[src/core/lbeh_pkg.sv]
package lbeh_pkg;

  ////////////////////////////////////////////////////////////////////////////
  // Sizes and bus answers.
  localparam int         LBEH_NRX        = 8;
  localparam int         LBEH_AW         = 8;
  localparam int         LBEH_NEV        = 4;
  localparam logic [1:0] RESP_OKAY       = 2'h0;
  localparam logic [1:0] RESP_SLVERR     = 2'h2;

  ////////////////////////////////////////////////////////////////////////////
  // Function selector codes.
  localparam logic [15:0] FN_OFF         = 16'h003E;
  localparam logic [15:0] FN_AND         = 16'h0592;
  localparam logic [15:0] FN_NAND        = 16'h0593;
  localparam logic [15:0] FN_EQ          = 16'h059D;
  localparam logic [15:0] FN_NEQ         = 16'h059E;
  localparam logic [15:0] FN_OR          = 16'h05A2;
  localparam logic [15:0] FN_NOR         = 16'h05A3;
  localparam logic [15:0] FN_LATCH       = 16'h05A4;
  localparam logic [15:0] FN_RSFF        = 16'h0667;

  ////////////////////////////////////////////////////////////////////////////
  // Error policy codes and readback codes.
  localparam logic [15:0] EP_TRUE_GOOD   = 16'h05C4;
  localparam logic [15:0] EP_TRUE_BAD    = 16'h05C5;
  localparam logic [15:0] EP_FALSE_GOOD  = 16'h05C6;
  localparam logic [15:0] EP_FALSE_BAD   = 16'h05C7;
  localparam logic [15:0] RB_OFF         = 16'h003E;
  localparam logic [15:0] RB_ON          = 16'h003F;

  ////////////////////////////////////////////////////////////////////////////
  // Register byte offsets; receivers A..H sit at A_RXBASE + 4 * index.
  localparam logic [7:0] A_FUNC          = 8'h00;
  localparam logic [7:0] A_POLICY        = 8'h04;
  localparam logic [7:0] A_OUTVAL        = 8'h08;
  localparam logic [7:0] A_OUTERR        = 8'h0C;
  localparam logic [7:0] A_STATUS        = 8'h10;
  localparam logic [7:0] A_CLEAR         = 8'h14;
  localparam logic [7:0] A_ENABLE        = 8'h18;
  localparam logic [7:0] A_CONN          = 8'h1C;
  localparam logic [7:0] A_RXBASE        = 8'h20;
  localparam logic [7:0] A_RXLAST        = 8'h3C;

  ////////////////////////////////////////////////////////////////////////////
  // Event bit positions in status, clear and enable.
  localparam int EV_RISE                 = 0;
  localparam int EV_FALL                 = 1;
  localparam int EV_ERR                  = 2;
  localparam int EV_RXERR                = 3;

  typedef struct packed {
    logic [LBEH_NRX-1:0] val;
    logic [LBEH_NRX-1:0] err;
    logic [LBEH_NRX-1:0] conn;
  } lbeh_rx_t;

  typedef struct packed {
    logic val;
    logic err;
  } lbeh_tx_t;

  typedef struct packed {
    logic [15:0]          func;
    logic [15:0]          policy;
    lbeh_tx_t             tx;
    logic [LBEH_NEV-1:0]  status;
    logic [LBEH_NEV-1:0]  enable;
    logic                 irq;
    logic                 awready;
    logic                 wready;
    logic                 aw_held;
    logic                 w_held;
    logic [LBEH_AW-1:0]   awaddr;
    logic [31:0]          wdata;
    logic [3:0]           wstrb;
    logic                 bvalid;
    logic [1:0]           bresp;
    logic                 arready;
    logic                 rvalid;
    logic [31:0]          rdata;
    logic [1:0]           rresp;
  } lbeh_state_t;

endpackage : lbeh_pkg

[src/core/lbeh_logic.sv]
`timescale 1ns/1ps
`default_nettype none
// Notes on behaviour
// RQ1 - Error policy: four codes, default false-bad.
// RQ2 - Unresolvable input error raises output error.
// RQ3 - Off drives false, no error, always.
// RQ4 - Latch follows IN when HOLD off/errored.
// RQ5 - Latch holds IN state captured at HOLD.
// RQ6 - RS: SET error at false keeps false.
// RQ7 - RS: SET error at true keeps true.
// RQ8 - RS: RST error at false keeps false.
// RQ9 - RS: RST error at true keeps true.
// RQ10 - Combinational: decided result ignores errors, else policy.
// RQ11 - Output error reaches every transmitter consumer.
// RQ12 - Receiver A..H readback: 62 off, 63 on.
// RQ13 - Transmitter readback: 62 off, 63 on.
// RQ14 - Unconnected receivers excluded from evaluation.
// RQ15 - Function codes as listed, off is 62.
// RQ16 - Latch follows IN, freezes while HOLD on.
// RQ17 - RS: RST forces off, SET turns on.
// RQ18 - Output registered per clock, reset false-good.
module lbeh_logic
  import lbeh_pkg::*;
(
  // Clock and reset.
  input  wire logic               CLK_SYS,
  input  wire logic               NRST,
  // Receivers from other blocks, same clock.
  input  wire lbeh_rx_t           RX,
  // Transmitter and interrupt.
  output logic                    TX_VAL,
  output logic                    TX_ERR,
  output logic                    IRQ,
  // AXI4-Lite write channels.
  input  wire logic [LBEH_AW-1:0] S_AXI_AWADDR,
  input  wire logic               S_AXI_AWVALID,
  output logic                    S_AXI_AWREADY,
  input  wire logic [31:0]        S_AXI_WDATA,
  input  wire logic [3:0]         S_AXI_WSTRB,
  input  wire logic               S_AXI_WVALID,
  output logic                    S_AXI_WREADY,
  output logic [1:0]              S_AXI_BRESP,
  output logic                    S_AXI_BVALID,
  input  wire logic               S_AXI_BREADY,
  // AXI4-Lite read channels.
  input  wire logic [LBEH_AW-1:0] S_AXI_ARADDR,
  input  wire logic               S_AXI_ARVALID,
  output logic                    S_AXI_ARREADY,
  output logic [31:0]             S_AXI_RDATA,
  output logic [1:0]              S_AXI_RRESP,
  output logic                    S_AXI_RVALID,
  input  wire logic               S_AXI_RREADY
);

  lbeh_state_t          st;
  lbeh_state_t          next_st;
  logic [LBEH_NRX-1:0]  good_t;
  logic [LBEH_NRX-1:0]  good_f;
  logic [LBEH_NRX-1:0]  bad;
  logic                 all_good;
  logic                 any_conn;
  logic                 dec_and;
  logic                 dec_or;
  logic                 dec_eq;
  logic                 comb_fn;
  logic                 decided;
  logic                 raw_val;
  logic                 undecided;
  logic                 in_val;
  logic                 in_err;
  logic                 hold_good_on;
  logic                 set_good_on;
  logic                 rst_good_on;
  logic [LBEH_NEV-1:0]  events;
  logic [LBEH_NEV-1:0]  clr_mask;
  logic [LBEH_AW-1:0]   wa;
  logic [LBEH_AW-1:0]   ra;

  ////////////////////////////////////////////////////////////////////////////
  // Next state.
  always_comb begin
    next_st = st;
    // Only connected receivers take part in the evaluation.
    good_t   = RX.conn & ~RX.err & RX.val;          // see RQ14
    good_f   = RX.conn & ~RX.err & ~RX.val;
    bad      = RX.conn & RX.err;
    all_good = (bad == '0);
    any_conn = |RX.conn;
    // A result is decided when good inputs alone fix it.
    dec_and  = (|good_f) | all_good;                 // see RQ10
    dec_or   = (|good_t) | all_good;
    dec_eq   = ((|good_t) & (|good_f)) | all_good;
    // Latch and flip-flop use the bottom two receivers, 0 and 1; unconnected reads off.
    in_val       = RX.conn[0] & RX.val[0];
    in_err       = RX.conn[0] & RX.err[0];
    hold_good_on = RX.conn[1] & ~RX.err[1] & RX.val[1];
    set_good_on  = good_t[0];
    rst_good_on  = good_t[1];
    comb_fn = 1'b1;
    decided = 1'b1;
    raw_val = 1'b0;
    case (st.func)                                   // see RQ15
      FN_AND: begin
        decided = dec_and;
        raw_val = ~(|good_f);
      end
      FN_NAND: begin
        decided = dec_and;
        raw_val = |good_f;
      end
      FN_OR: begin
        decided = dec_or;
        raw_val = |good_t;
      end
      FN_NOR: begin
        decided = dec_or;
        raw_val = ~(|good_t);
      end
      FN_EQ: begin
        decided = dec_eq;
        raw_val = ~((|good_t) & (|good_f));
      end
      FN_NEQ: begin
        decided = dec_eq;
        raw_val = (|good_t) & (|good_f);
      end
      default: begin
        comb_fn = 1'b0;
      end
    endcase
    undecided = comb_fn & any_conn & ~decided;       // see RQ2
    case (st.func)
      FN_LATCH: begin
        if (!hold_good_on) begin
          // HOLD off or in error: follow IN, value and error.
          next_st.tx.val = in_val;                   // see RQ4
          next_st.tx.err = in_err;                   // see RQ16
        end
        // HOLD on and good: the register keeps what IN had.   see RQ5
      end
      FN_RSFF: begin
        // Errored SET or RST has no effect; the output never errs.
        next_st.tx.err = 1'b0;                       // see RQ6 see RQ7 see RQ8 see RQ9
        if (rst_good_on) begin
          next_st.tx.val = 1'b0;                     // see RQ17
        end else if (set_good_on) begin
          next_st.tx.val = 1'b1;
        end
      end
      default: begin
        if (undecided) begin
          next_st.tx.val = (st.policy == EP_TRUE_GOOD) || (st.policy == EP_TRUE_BAD);
          next_st.tx.err = (st.policy == EP_TRUE_BAD) || (st.policy == EP_FALSE_BAD); // see RQ1
        end else if (comb_fn && any_conn) begin
          next_st.tx.val = raw_val;                  // see RQ10
          next_st.tx.err = 1'b0;
        end else begin
          // Off, unknown code or nothing connected.
          next_st.tx.val = 1'b0;                     // see RQ3
          next_st.tx.err = 1'b0;
        end
      end
    endcase

    // Write path: address and data are taken in either order.
    clr_mask = '0;
    if (st.bvalid && S_AXI_BREADY) begin
      next_st.bvalid = 1'b0;
    end
    if (S_AXI_AWVALID && st.awready) begin
      next_st.aw_held = 1'b1;
      next_st.awaddr  = S_AXI_AWADDR;
    end
    if (S_AXI_WVALID && st.wready) begin
      next_st.w_held = 1'b1;
      next_st.wdata  = S_AXI_WDATA;
      next_st.wstrb  = S_AXI_WSTRB;
    end
    wa = {next_st.awaddr[LBEH_AW-1:2], 2'b00};
    if (next_st.aw_held && next_st.w_held && !next_st.bvalid) begin
      next_st.aw_held = 1'b0;
      next_st.w_held  = 1'b0;
      next_st.bvalid  = 1'b1;
      next_st.bresp   = RESP_OKAY;
      case (wa)
        A_FUNC: begin
          if (next_st.wstrb[0]) next_st.func[7:0] = next_st.wdata[7:0];
          if (next_st.wstrb[1]) next_st.func[15:8] = next_st.wdata[15:8];
        end
        A_POLICY: begin
          if (next_st.wstrb[0]) next_st.policy[7:0] = next_st.wdata[7:0];
          if (next_st.wstrb[1]) next_st.policy[15:8] = next_st.wdata[15:8];
        end
        A_CLEAR: begin
          if (next_st.wstrb[0]) clr_mask = next_st.wdata[LBEH_NEV-1:0];
        end
        A_ENABLE: begin
          if (next_st.wstrb[0]) next_st.enable = next_st.wdata[LBEH_NEV-1:0];
        end
        A_OUTVAL, A_OUTERR, A_STATUS, A_CONN: begin
          next_st.bresp = RESP_OKAY;
        end
        default: begin
          if (wa < A_RXBASE || wa > A_RXLAST) next_st.bresp = RESP_SLVERR;
        end
      endcase
    end
    next_st.awready = ~next_st.aw_held & ~next_st.bvalid;
    next_st.wready  = ~next_st.w_held & ~next_st.bvalid;

    // Read path.
    if (st.rvalid && S_AXI_RREADY) begin
      next_st.rvalid = 1'b0;
    end
    ra = {S_AXI_ARADDR[LBEH_AW-1:2], 2'b00};
    if (S_AXI_ARVALID && st.arready) begin
      next_st.rvalid = 1'b1;
      next_st.rresp  = RESP_OKAY;
      next_st.rdata  = '0;
      case (ra)
        A_FUNC:   next_st.rdata[15:0] = st.func;
        A_POLICY: next_st.rdata[15:0] = st.policy;
        A_OUTVAL: next_st.rdata[15:0] = st.tx.val ? RB_ON : RB_OFF;   // see RQ13
        A_OUTERR: next_st.rdata[0] = st.tx.err;
        A_STATUS: next_st.rdata[LBEH_NEV-1:0] = st.status;
        A_CLEAR:  next_st.rdata = '0;
        A_ENABLE: next_st.rdata[LBEH_NEV-1:0] = st.enable;
        A_CONN:   next_st.rdata[LBEH_NRX-1:0] = RX.conn;
        default: begin
          if (ra >= A_RXBASE && ra <= A_RXLAST) begin
            next_st.rdata[15:0] = RX.val[ra[4:2]] ? RB_ON : RB_OFF;  // see RQ12
          end else begin
            next_st.rresp = RESP_SLVERR;
          end
        end
      endcase
    end
    next_st.arready = ~next_st.rvalid;

    // Sticky events; a new event wins over a clear in the same cycle.
    events           = '0;
    events[EV_RISE]  = next_st.tx.val & ~st.tx.val;
    events[EV_FALL]  = ~next_st.tx.val & st.tx.val;
    events[EV_ERR]   = next_st.tx.err & ~st.tx.err;
    events[EV_RXERR] = ~all_good;
    next_st.status   = (st.status & ~clr_mask) | events;
    next_st.irq      = |(next_st.status & next_st.enable);
  end

  ////////////////////////////////////////////////////////////////////////////
  // State register.
  always_ff @(posedge CLK_SYS or negedge NRST) begin
    if (!NRST) begin
      st        <= '0;                               // see RQ18
      st.func   <= FN_OFF;
      st.policy <= EP_FALSE_BAD;
    end else begin
      st <= next_st;
    end
  end

  ////////////////////////////////////////////////////////////////////////////
  // Outputs straight from the state register.
  assign TX_VAL        = st.tx.val;
  assign TX_ERR        = st.tx.err;                  // see RQ11
  assign IRQ           = st.irq;
  assign S_AXI_AWREADY = st.awready;
  assign S_AXI_WREADY  = st.wready;
  assign S_AXI_BRESP   = st.bresp;
  assign S_AXI_BVALID  = st.bvalid;
  assign S_AXI_ARREADY = st.arready;
  assign S_AXI_RDATA   = st.rdata;
  assign S_AXI_RRESP   = st.rresp;
  assign S_AXI_RVALID  = st.rvalid;
endmodule : lbeh_logic
`default_nettype wire

[config.mk]
export PLATFORM = sky130hd
export DESIGN_NAME = lbeh_logic
export DESIGN_NICKNAME = d
export VERILOG_FILES = /design/src/core/lbeh_pkg.sv /design/src/core/lbeh_logic.sv
export SDC_FILE = /design/constraint.sdc
export NUM_CORES = 1
export LEC_CHECK = 0
export BUFFER_PORTS_ARGS = -buffer_cell sky130_fd_sc_hd__clkbuf_2
export CAP_MARGIN = 10
export CORE_MARGIN = 5
export CORE_UTILIZATION = 40
export CTS_CLUSTER_SIZE = 8
export DETAILED_ROUTE_END_ITERATION = 16
export GPL_TIMING_DRIVEN = 0
export HOLD_SLACK_MARGIN = 0.06
export PLACE_DENSITY = 0.6
export SKIP_LAST_GASP = 1
export SYNTH_ARGS = -nofsm -noshare
export SYNTH_HDL_FRONTEND = slang
export SYNTH_SLANG_ARGS = --single-unit
[constraint.sdc]
create_clock -name CLK_SYS -period 2.8 [get_ports CLK_SYS]
set_clock_uncertainty 0.15 [all_clocks]
set_input_delay 0.14 -clock CLK_SYS [delete_from_list [all_inputs] [get_ports CLK_SYS]]
set_output_delay 0.14 -clock CLK_SYS [all_outputs]
set_load 0.05 [all_outputs]
=== Word level (Yosys, flattened, before mapping) ===
Cells that the tools add are included.
W data, S select, Z words.

* Magnitude comparators: 5
* Equality and inequality tests: 25
* Mux-type cells: 37
* Bitwise gates (word level): 38
* Reduce and logical (&&, ||, !) cells: 33

{| class="wikitable"
|+ Operators by type and width
! cell !! count
|-
| $eq A16 B11 Y1 const B || 11
|-
| $eq A6 B3 Y1 const B || 8
|-
| $reduce_or A8 Y1 || 5
|-
| $mux W35 || 1
|-
| $and A8 B8 Y8 || 4
|-
| $pmux W8 S4 || 1
|-
| $eq A6 B2 Y1 const B || 4
|-
| $mux W4 || 6
|-
| $pmux W3 S7 || 1
|-
| $mux W20 || 1
|-
| $pmux W4 S5 || 1
|-
| $mux W2 || 8
|-
| $not A8 Y8 || 2
|-
| $not A1 Y1 || 13
|-
| $and A1 B1 Y1 || 12
|-
| $eq A6 B1 Y1 const B || 2
|-
| $logic_not A6 Y1 || 2
|-
| $reduce_and A3 Y1 || 4
|-
| $mux W1 || 10
|-
| $logic_and A1 B1 Y1 || 9
|-
| $and A4 B4 Y4 || 2
|-
| $ge A8 B6 Y1 const B || 1
|-
| $gt A8 B6 Y1 const B || 1
|-
| $le A8 B6 Y1 const B || 1
|-
| 20 further kinds || 28
|}

* Register bits: 98
* Input bits: 83
* Output and inout bits: 44
* Logic and storage cells: 162

=== Depth between registers and ports, before layout ===
* Word-level depth: 16
* Depth in mapped cells: 9
* Mapped depth without buffers: 8

=== Least setup slack after synthesis ===
No wires, ideal clock.

* Kind: register -> register
* Start point: reg st, in the netlist S_AXI_AWREADY
* End point: reg st, in the netlist IRQ
* Setup time: 0.137 ns
* Data arrival time: 2.435 ns
* Data required time: 2.513 ns
* Slack: 0.078 ns
* Stages on the path, launching flop included: 9
* Path buffers: 1
* Period minus slack after synthesis: 2.722 ns
* Cell sequence: dfrtp_1 > buf_2 > nand2_1 > mux2_2 > nand4b_1 > mux2_2 > a32o_1 > a221oi_1 > o211ai_2

{| class="wikitable"
|+ RTL lines
! item !! RTL line !! RTL
|-
| from (decl) || lbeh_logic.sv:55 || <nowiki>lbeh_state_t st;</nowiki>
|-
| from (signal assigned) || lbeh_logic.sv:258 || <nowiki>st <= next_st;</nowiki>
|}

==> flow_summary.html <==
<table>
<tr><th>Metric</th><th>Value</th></tr>
<tr><th colspan="2">Timing</th></tr>
<tr><td>Setup repair after global routing missed its margin</td><td>yes</td></tr>
<tr><td>Final Max Tran Viols</td><td>0</td></tr>
<tr><td>Min Clock Period, post-route</td><td>2.75 ns</td></tr>
<tr><td>Final worst-path setup slack</td><td>0.0490 ns</td></tr>
<tr><td>Worst-margin pin slew</td><td>0.742 ns</td></tr>
<tr><td>Count of final setup violators</td><td>0</td></tr>
<tr><td>Min Hold Slack</td><td>0.0777 ns</td></tr>
<tr><td>Hold violation total from the final report</td><td>0</td></tr>
<tr><td>Final critical-path share of the clock period</td><td>98.3%</td></tr>
<tr><td>Post-route setup TNS</td><td>0 ns</td></tr>
<tr><td>Headroom to the max-slew limit</td><td>50.0%</td></tr>
<tr><td>F_max</td><td>363 MHz</td></tr>
<tr><th colspan="2">Clock tree</th></tr>
<tr><td>Number of buffers created by CTS</td><td>9</td></tr>
<tr><td>TritonCTS Sinks</td><td>92</td></tr>
<tr><td>Clk Tree Root Cell</td><td>sky130_fd_sc_hd__clkbuf_16</td></tr>
<tr><td>TritonCTS clock tree</td><td>done</td></tr>
<tr><td>Number of H-tree levels</td><td>3</td></tr>
<tr><td>Post-CTS clock slew at the launch and capture registers of the worst setup and hold paths</td><td>0.07 ns</td></tr>
<tr><td>Clock insertion delay at the later pin of the skew report</td><td>0.35 ns</td></tr>
<tr><td>Bufs on Longest Clock Path</td><td>2</td></tr>
<tr><th colspan="2">Global route</th></tr>
<tr><td>Antenna violations before repair</td><td>0</td></tr>
<tr><td>Vias in the first global route</td><td>4007</td></tr>
<tr><td>Largest net degree at the start of global routing</td><td>48</td></tr>
<tr><td>Overall global routing resource usage</td><td>17.9%</td></tr>
<tr><td>Aggregate global routing overflow</td><td>0</td></tr>
<tr><td>Global-route wire length before repair</td><td>20500 µm</td></tr>
<tr><th colspan="2">Worst setup path</th></tr>
<tr><td>Crit path launch type</td><td>flop</td></tr>
<tr><td>Class of the most critical setup path</td><td>reg2reg</td></tr>
<tr><td>Required time at the endpoint of the critical path</td><td>2.86 ns</td></tr>
<tr><td>Worst Setup End Kind</td><td>flop</td></tr>
<tr><td>Data arrival, critical path</td><td>2.81 ns</td></tr>
<tr><td>Top fanout value on the critical path</td><td>10</td></tr>
<tr><td>R2R Path Start</td><td>S_AXI_AWREADY</td></tr>
<tr><td>Worst Setup SP</td><td>S_AXI_AWREADY</td></tr>
<tr><th colspan="2">Floorplan</th></tr>
<tr><td>Area of the die</td><td>14500 µm²</td></tr>
<tr><td>Floorplan Core Area</td><td>12000 µm²</td></tr>
<tr><td>Floorplan die width</td><td>121 µm</td></tr>
<tr><td>Die span in y</td><td>121 µm</td></tr>
<tr><td>Row count</td><td>40</td></tr>
<tr><td>Top Ports</td><td>127</td></tr>
<tr><td>Starting utilization of the core area</td><td>40.7%</td></tr>
<tr><th colspan="2">Synth</th></tr>
<tr><td>Number of enable-type register cells in the synthesized netlist</td><td>0</td></tr>
<tr><td>Cell type with the highest aggregate area in the netlist</td><td>sky130_fd_sc_hd__dfrtp_1</td></tr>
<tr><td>Share of async-settable or async-resettable flops after synthesis</td><td>100%</td></tr>
<tr><td>Gate Count Post-Synth</td><td>448</td></tr>
<tr><td>Prevailing post-synth register cell</td><td>sky130_fd_sc_hd__dfrtp_1</td></tr>
<tr><td>Post-synthesis cell area</td><td>4890 µm²</td></tr>
<tr><td>Fraction of synthesized cell area taken by the top area cell type</td><td>41.0%</td></tr>
<tr><td>Ranking of synthesized cells by area</td><td>sky130_fd_sc_hd__dfrtp_1, sky130_fd_sc_hd__mux2_2, sky130_fd_sc_hd__dfstp_2</td></tr>
<tr><td>Post-synthesis cell type count</td><td>65</td></tr>
<tr><td>Yosys warns</td><td>0</td></tr>
<tr><td>Mean Syn Cell Area</td><td>10.9 µm²</td></tr>
<tr><td>Register area share after synthesis</td><td>47.4%</td></tr>
<tr><td>Register bit count reported by yosys</td><td>92</td></tr>
<tr><th colspan="2">Drt</th></tr>
<tr><td>Routed vias</td><td>3936</td></tr>
<tr><td>Vias per Instance</td><td>5.28</td></tr>
<tr><td>Drt pass-1 iters</td><td>7</td></tr>
<tr><td>Wire length per cell</td><td>16.8 µm</td></tr>
<tr><td>Post-DRT Antenna Nets</td><td>0</td></tr>
<tr><td>Post-route DRC violation count</td><td>0</td></tr>
<tr><td>DRC marker count from the first detailed-route iteration</td><td>234</td></tr>
<tr><td>Sum of routed wire length over all layers</td><td>12500 µm</td></tr>
<tr><th colspan="2">Finish</th></tr>
<tr><td>Layout Nets</td><td>676</td></tr>
<tr><td>Synthesis-to-finish area growth</td><td>27.3%</td></tr>
<tr><td>Number of fill cells</td><td>1103</td></tr>
<tr><td>Most common library cell in the layout ignoring fill and taps</td><td>sky130_fd_sc_hd__clkbuf_2</td></tr>
<tr><td>Filler-free cell count of the finished design</td><td>745</td></tr>
<tr><td>Antenna diode count</td><td>0</td></tr>
<tr><td>Most frequent cells in the layout</td><td>sky130_fd_sc_hd__clkbuf_2, sky130_fd_sc_hd__dfrtp_1, sky130_fd_sc_hd__nand2_1, sky130_fd_sc_hd__buf_4, sky130_fd_sc_hd__mux2_2</td></tr>
<tr><td>Fraction of layout cells with a size suffix above 1</td><td>33.1%</td></tr>
<tr><td>Final Core Density</td><td>51.8%</td></tr>
<tr><th colspan="2">Placed design</th></tr>
<tr><td>Gp weighted congestion</td><td>0.896</td></tr>
<tr><td>Number of I/O port buffers</td><td>85</td></tr>
<tr><td>Placed Cells incl. Taps</td><td>698</td></tr>
<tr><td>Pre-CTS WS</td><td>-0.167 ns</td></tr>
<tr><td>Post-detail-place hpwl</td><td>9580 µm</td></tr>
<tr><th colspan="2">Min path</th></tr>
<tr><td>Hold path start</td><td>S_AXI_ARADDR[5]</td></tr>
<tr><td>Worst hold path type</td><td>in2reg</td></tr>
<tr><th colspan="2">Pwr</th></tr>
<tr><td>Sw power</td><td>1640 µW</td></tr>
<tr><td>Leakage power total</td><td>0.00290 µW</td></tr>
<tr><td>Switching share of power</td><td>34.6%</td></tr>
<tr><td>Clock network fraction of design power</td><td>25.6%</td></tr>
<tr><td>Power per Cell Area</td><td>760 nW/µm²</td></tr>
<tr><td>Combinational cell fraction of total power</td><td>30.2%</td></tr>
<tr><td>Largest vdd supply drop</td><td>0.509 mV</td></tr>
<tr><td>Portion of total power attributed to sequential cells</td><td>44.2%</td></tr>
<tr><td>Power Internal</td><td>3090 µW</td></tr>
<tr><th colspan="2">Outcome</th></tr>
<tr><td>Run status</td><td>completed</td></tr>
<tr><th colspan="2">Flow run</th></tr>
<tr><td># Max-Cap Violations</td><td>0</td></tr>
</table>
-- final timing paths --
kind                                   end  slack, ns  cells past startpoint
max in group asynchronous          st[106]       1.55                      3
setup / recovery                       IRQ       0.05                      9
min in group asynchronous     S_AXI_BVALID       0.23                      2
hold reg to reg            S_AXI_RDATA[14]       0.33                      2
hold / removal              S_AXI_RDATA[0]       0.08                      3
setup reg to reg                       IRQ       0.05                      9
-- per-layer routing --
layer  global-route usage (%)  part of all wire, %
met4                     6.16                  1.9
met5                        0                    0
met1                     23.8                   46
met2                     28.4                   46
met3                     4.44                  6.1
-- logic make-up after synthesis --
group / after synthesis / share of synthesized area (%)
buf+inv: 58 / 7.32
compound gates: 88 / 12.7
xor+xnor: 1 / 0.179
flops: 92 / 47.4
mux: 61 / 14.4
other cells: 1 / 0.0767
simple gates: 147 / 17.9
-- synth_stat cells, types with 3 or more instances --
library cell and count:
sky130_fd_sc_hd__a211oi_1 3, sky130_fd_sc_hd__a22o_1 3, sky130_fd_sc_hd__a22oi_1 17, sky130_fd_sc_hd__mux2i_1 3
sky130_fd_sc_hd__clkbuf_1 10, sky130_fd_sc_hd__nor3_1 8, sky130_fd_sc_hd__a21oi_1 10, sky130_fd_sc_hd__mux2_2 33
sky130_fd_sc_hd__buf_2 4, sky130_fd_sc_hd__nand2b_1 8, sky130_fd_sc_hd__buf_4 36, sky130_fd_sc_hd__inv_1 7
sky130_fd_sc_hd__nor2_1 16, sky130_fd_sc_hd__nand2_1 38, sky130_fd_sc_hd__o21ai_0 9, sky130_fd_sc_hd__nor4_1 7
sky130_fd_sc_hd__and3b_1 5, sky130_fd_sc_hd__mux2_1 23, sky130_fd_sc_hd__dfstp_2 12, sky130_fd_sc_hd__nand3_1 10
sky130_fd_sc_hd__o21ai_1 15, sky130_fd_sc_hd__nor3b_1 12, sky130_fd_sc_hd__nand4b_1 7, sky130_fd_sc_hd__nand3b_1 7
sky130_fd_sc_hd__dfrtp_1 80, sky130_fd_sc_hd__a221oi_1 5, sky130_fd_sc_hd__nor4b_1 3, sky130_fd_sc_hd__and3_1 3
sky130_fd_sc_hd__a21o_1 3, sky130_fd_sc_hd__nor2b_1 4
-- sequential cells by signal, summed over array words and instances (netlist names) --
| register | count |
|---|---|
| IRQ | 1 |
| S_AXI_ARREADY | 1 |
| S_AXI_AWREADY | 1 |
| S_AXI_BRESP | 1 |
| S_AXI_BVALID | 1 |
| S_AXI_RDATA | 16 |
| S_AXI_RRESP | 1 |
| S_AXI_RVALID | 1 |
| S_AXI_WREADY | 1 |
| TX_ERR | 1 |
| TX_VAL | 1 |
| st | 66 |
-- per-stage QoR --
stage | area, µm² | power [µW]
final | 6220 | 4730
after global routing | 6220 | 5000
after CTS | 6200 | 4750
after detailed placement | 5590 | 3500
after global placement | 5560 | 3460
after floorplan | 4950 | 3050
-- power groups by stage --
stage / combinational (µW) / sequential (µW) / clock [µW]
global route: 1580 / 2150 / 1280
finish: 1430 / 2090 / 1210
detailed placement: 1420 / 2080 / 0
CTS: 1460 / 2060 / 1230
global placement: 1390 / 2070 / 0
floorplan: 983 / 2060 / 0
-- worst max-delay path, cell delays in order (launching register included) --
cell                       delay (ns)
sky130_fd_sc_hd__dfrtp_1         0.41
sky130_fd_sc_hd__buf_2           0.19
sky130_fd_sc_hd__nand2_1         0.18
sky130_fd_sc_hd__mux2_2          0.38
sky130_fd_sc_hd__nand4b_1        0.10
sky130_fd_sc_hd__buf_4           0.15
sky130_fd_sc_hd__mux2_2          0.36
sky130_fd_sc_hd__a32o_1          0.26
sky130_fd_sc_hd__a221oi_1        0.30
sky130_fd_sc_hd__o211ai_2        0.15
-- layout make-up --
cell class                      instances  area [µm²]  share of cell area (%)
Tap cell                              147         184                    2.96
Sequential cell                        92        2320                    37.2
Multi-Input combinational cell        315        2300                    37.0
Inverter                                7        26.3                   0.422
Timing Repair Buffer                  118         778                    12.5
Clock inverter                          4        51.3                   0.825
Buffer                                 50         327                    5.25
Clock buffer                           12         236                    3.80
-- what timing repair did --
| item | in CTS | in global routing |
|---|---|---|
| buffers inserted | 0 | 2 |
| pin swaps | 1 | 2 |
| setup endpoints to repair | 4 | 14 |
| hold buffers | 31 | 0 |
| hold endpoints to repair | 88 | 0 |
| resized for setup | 2 | 4 |
| gates cloned | 0 | 0 |
(Power assumes the default switching activity.)
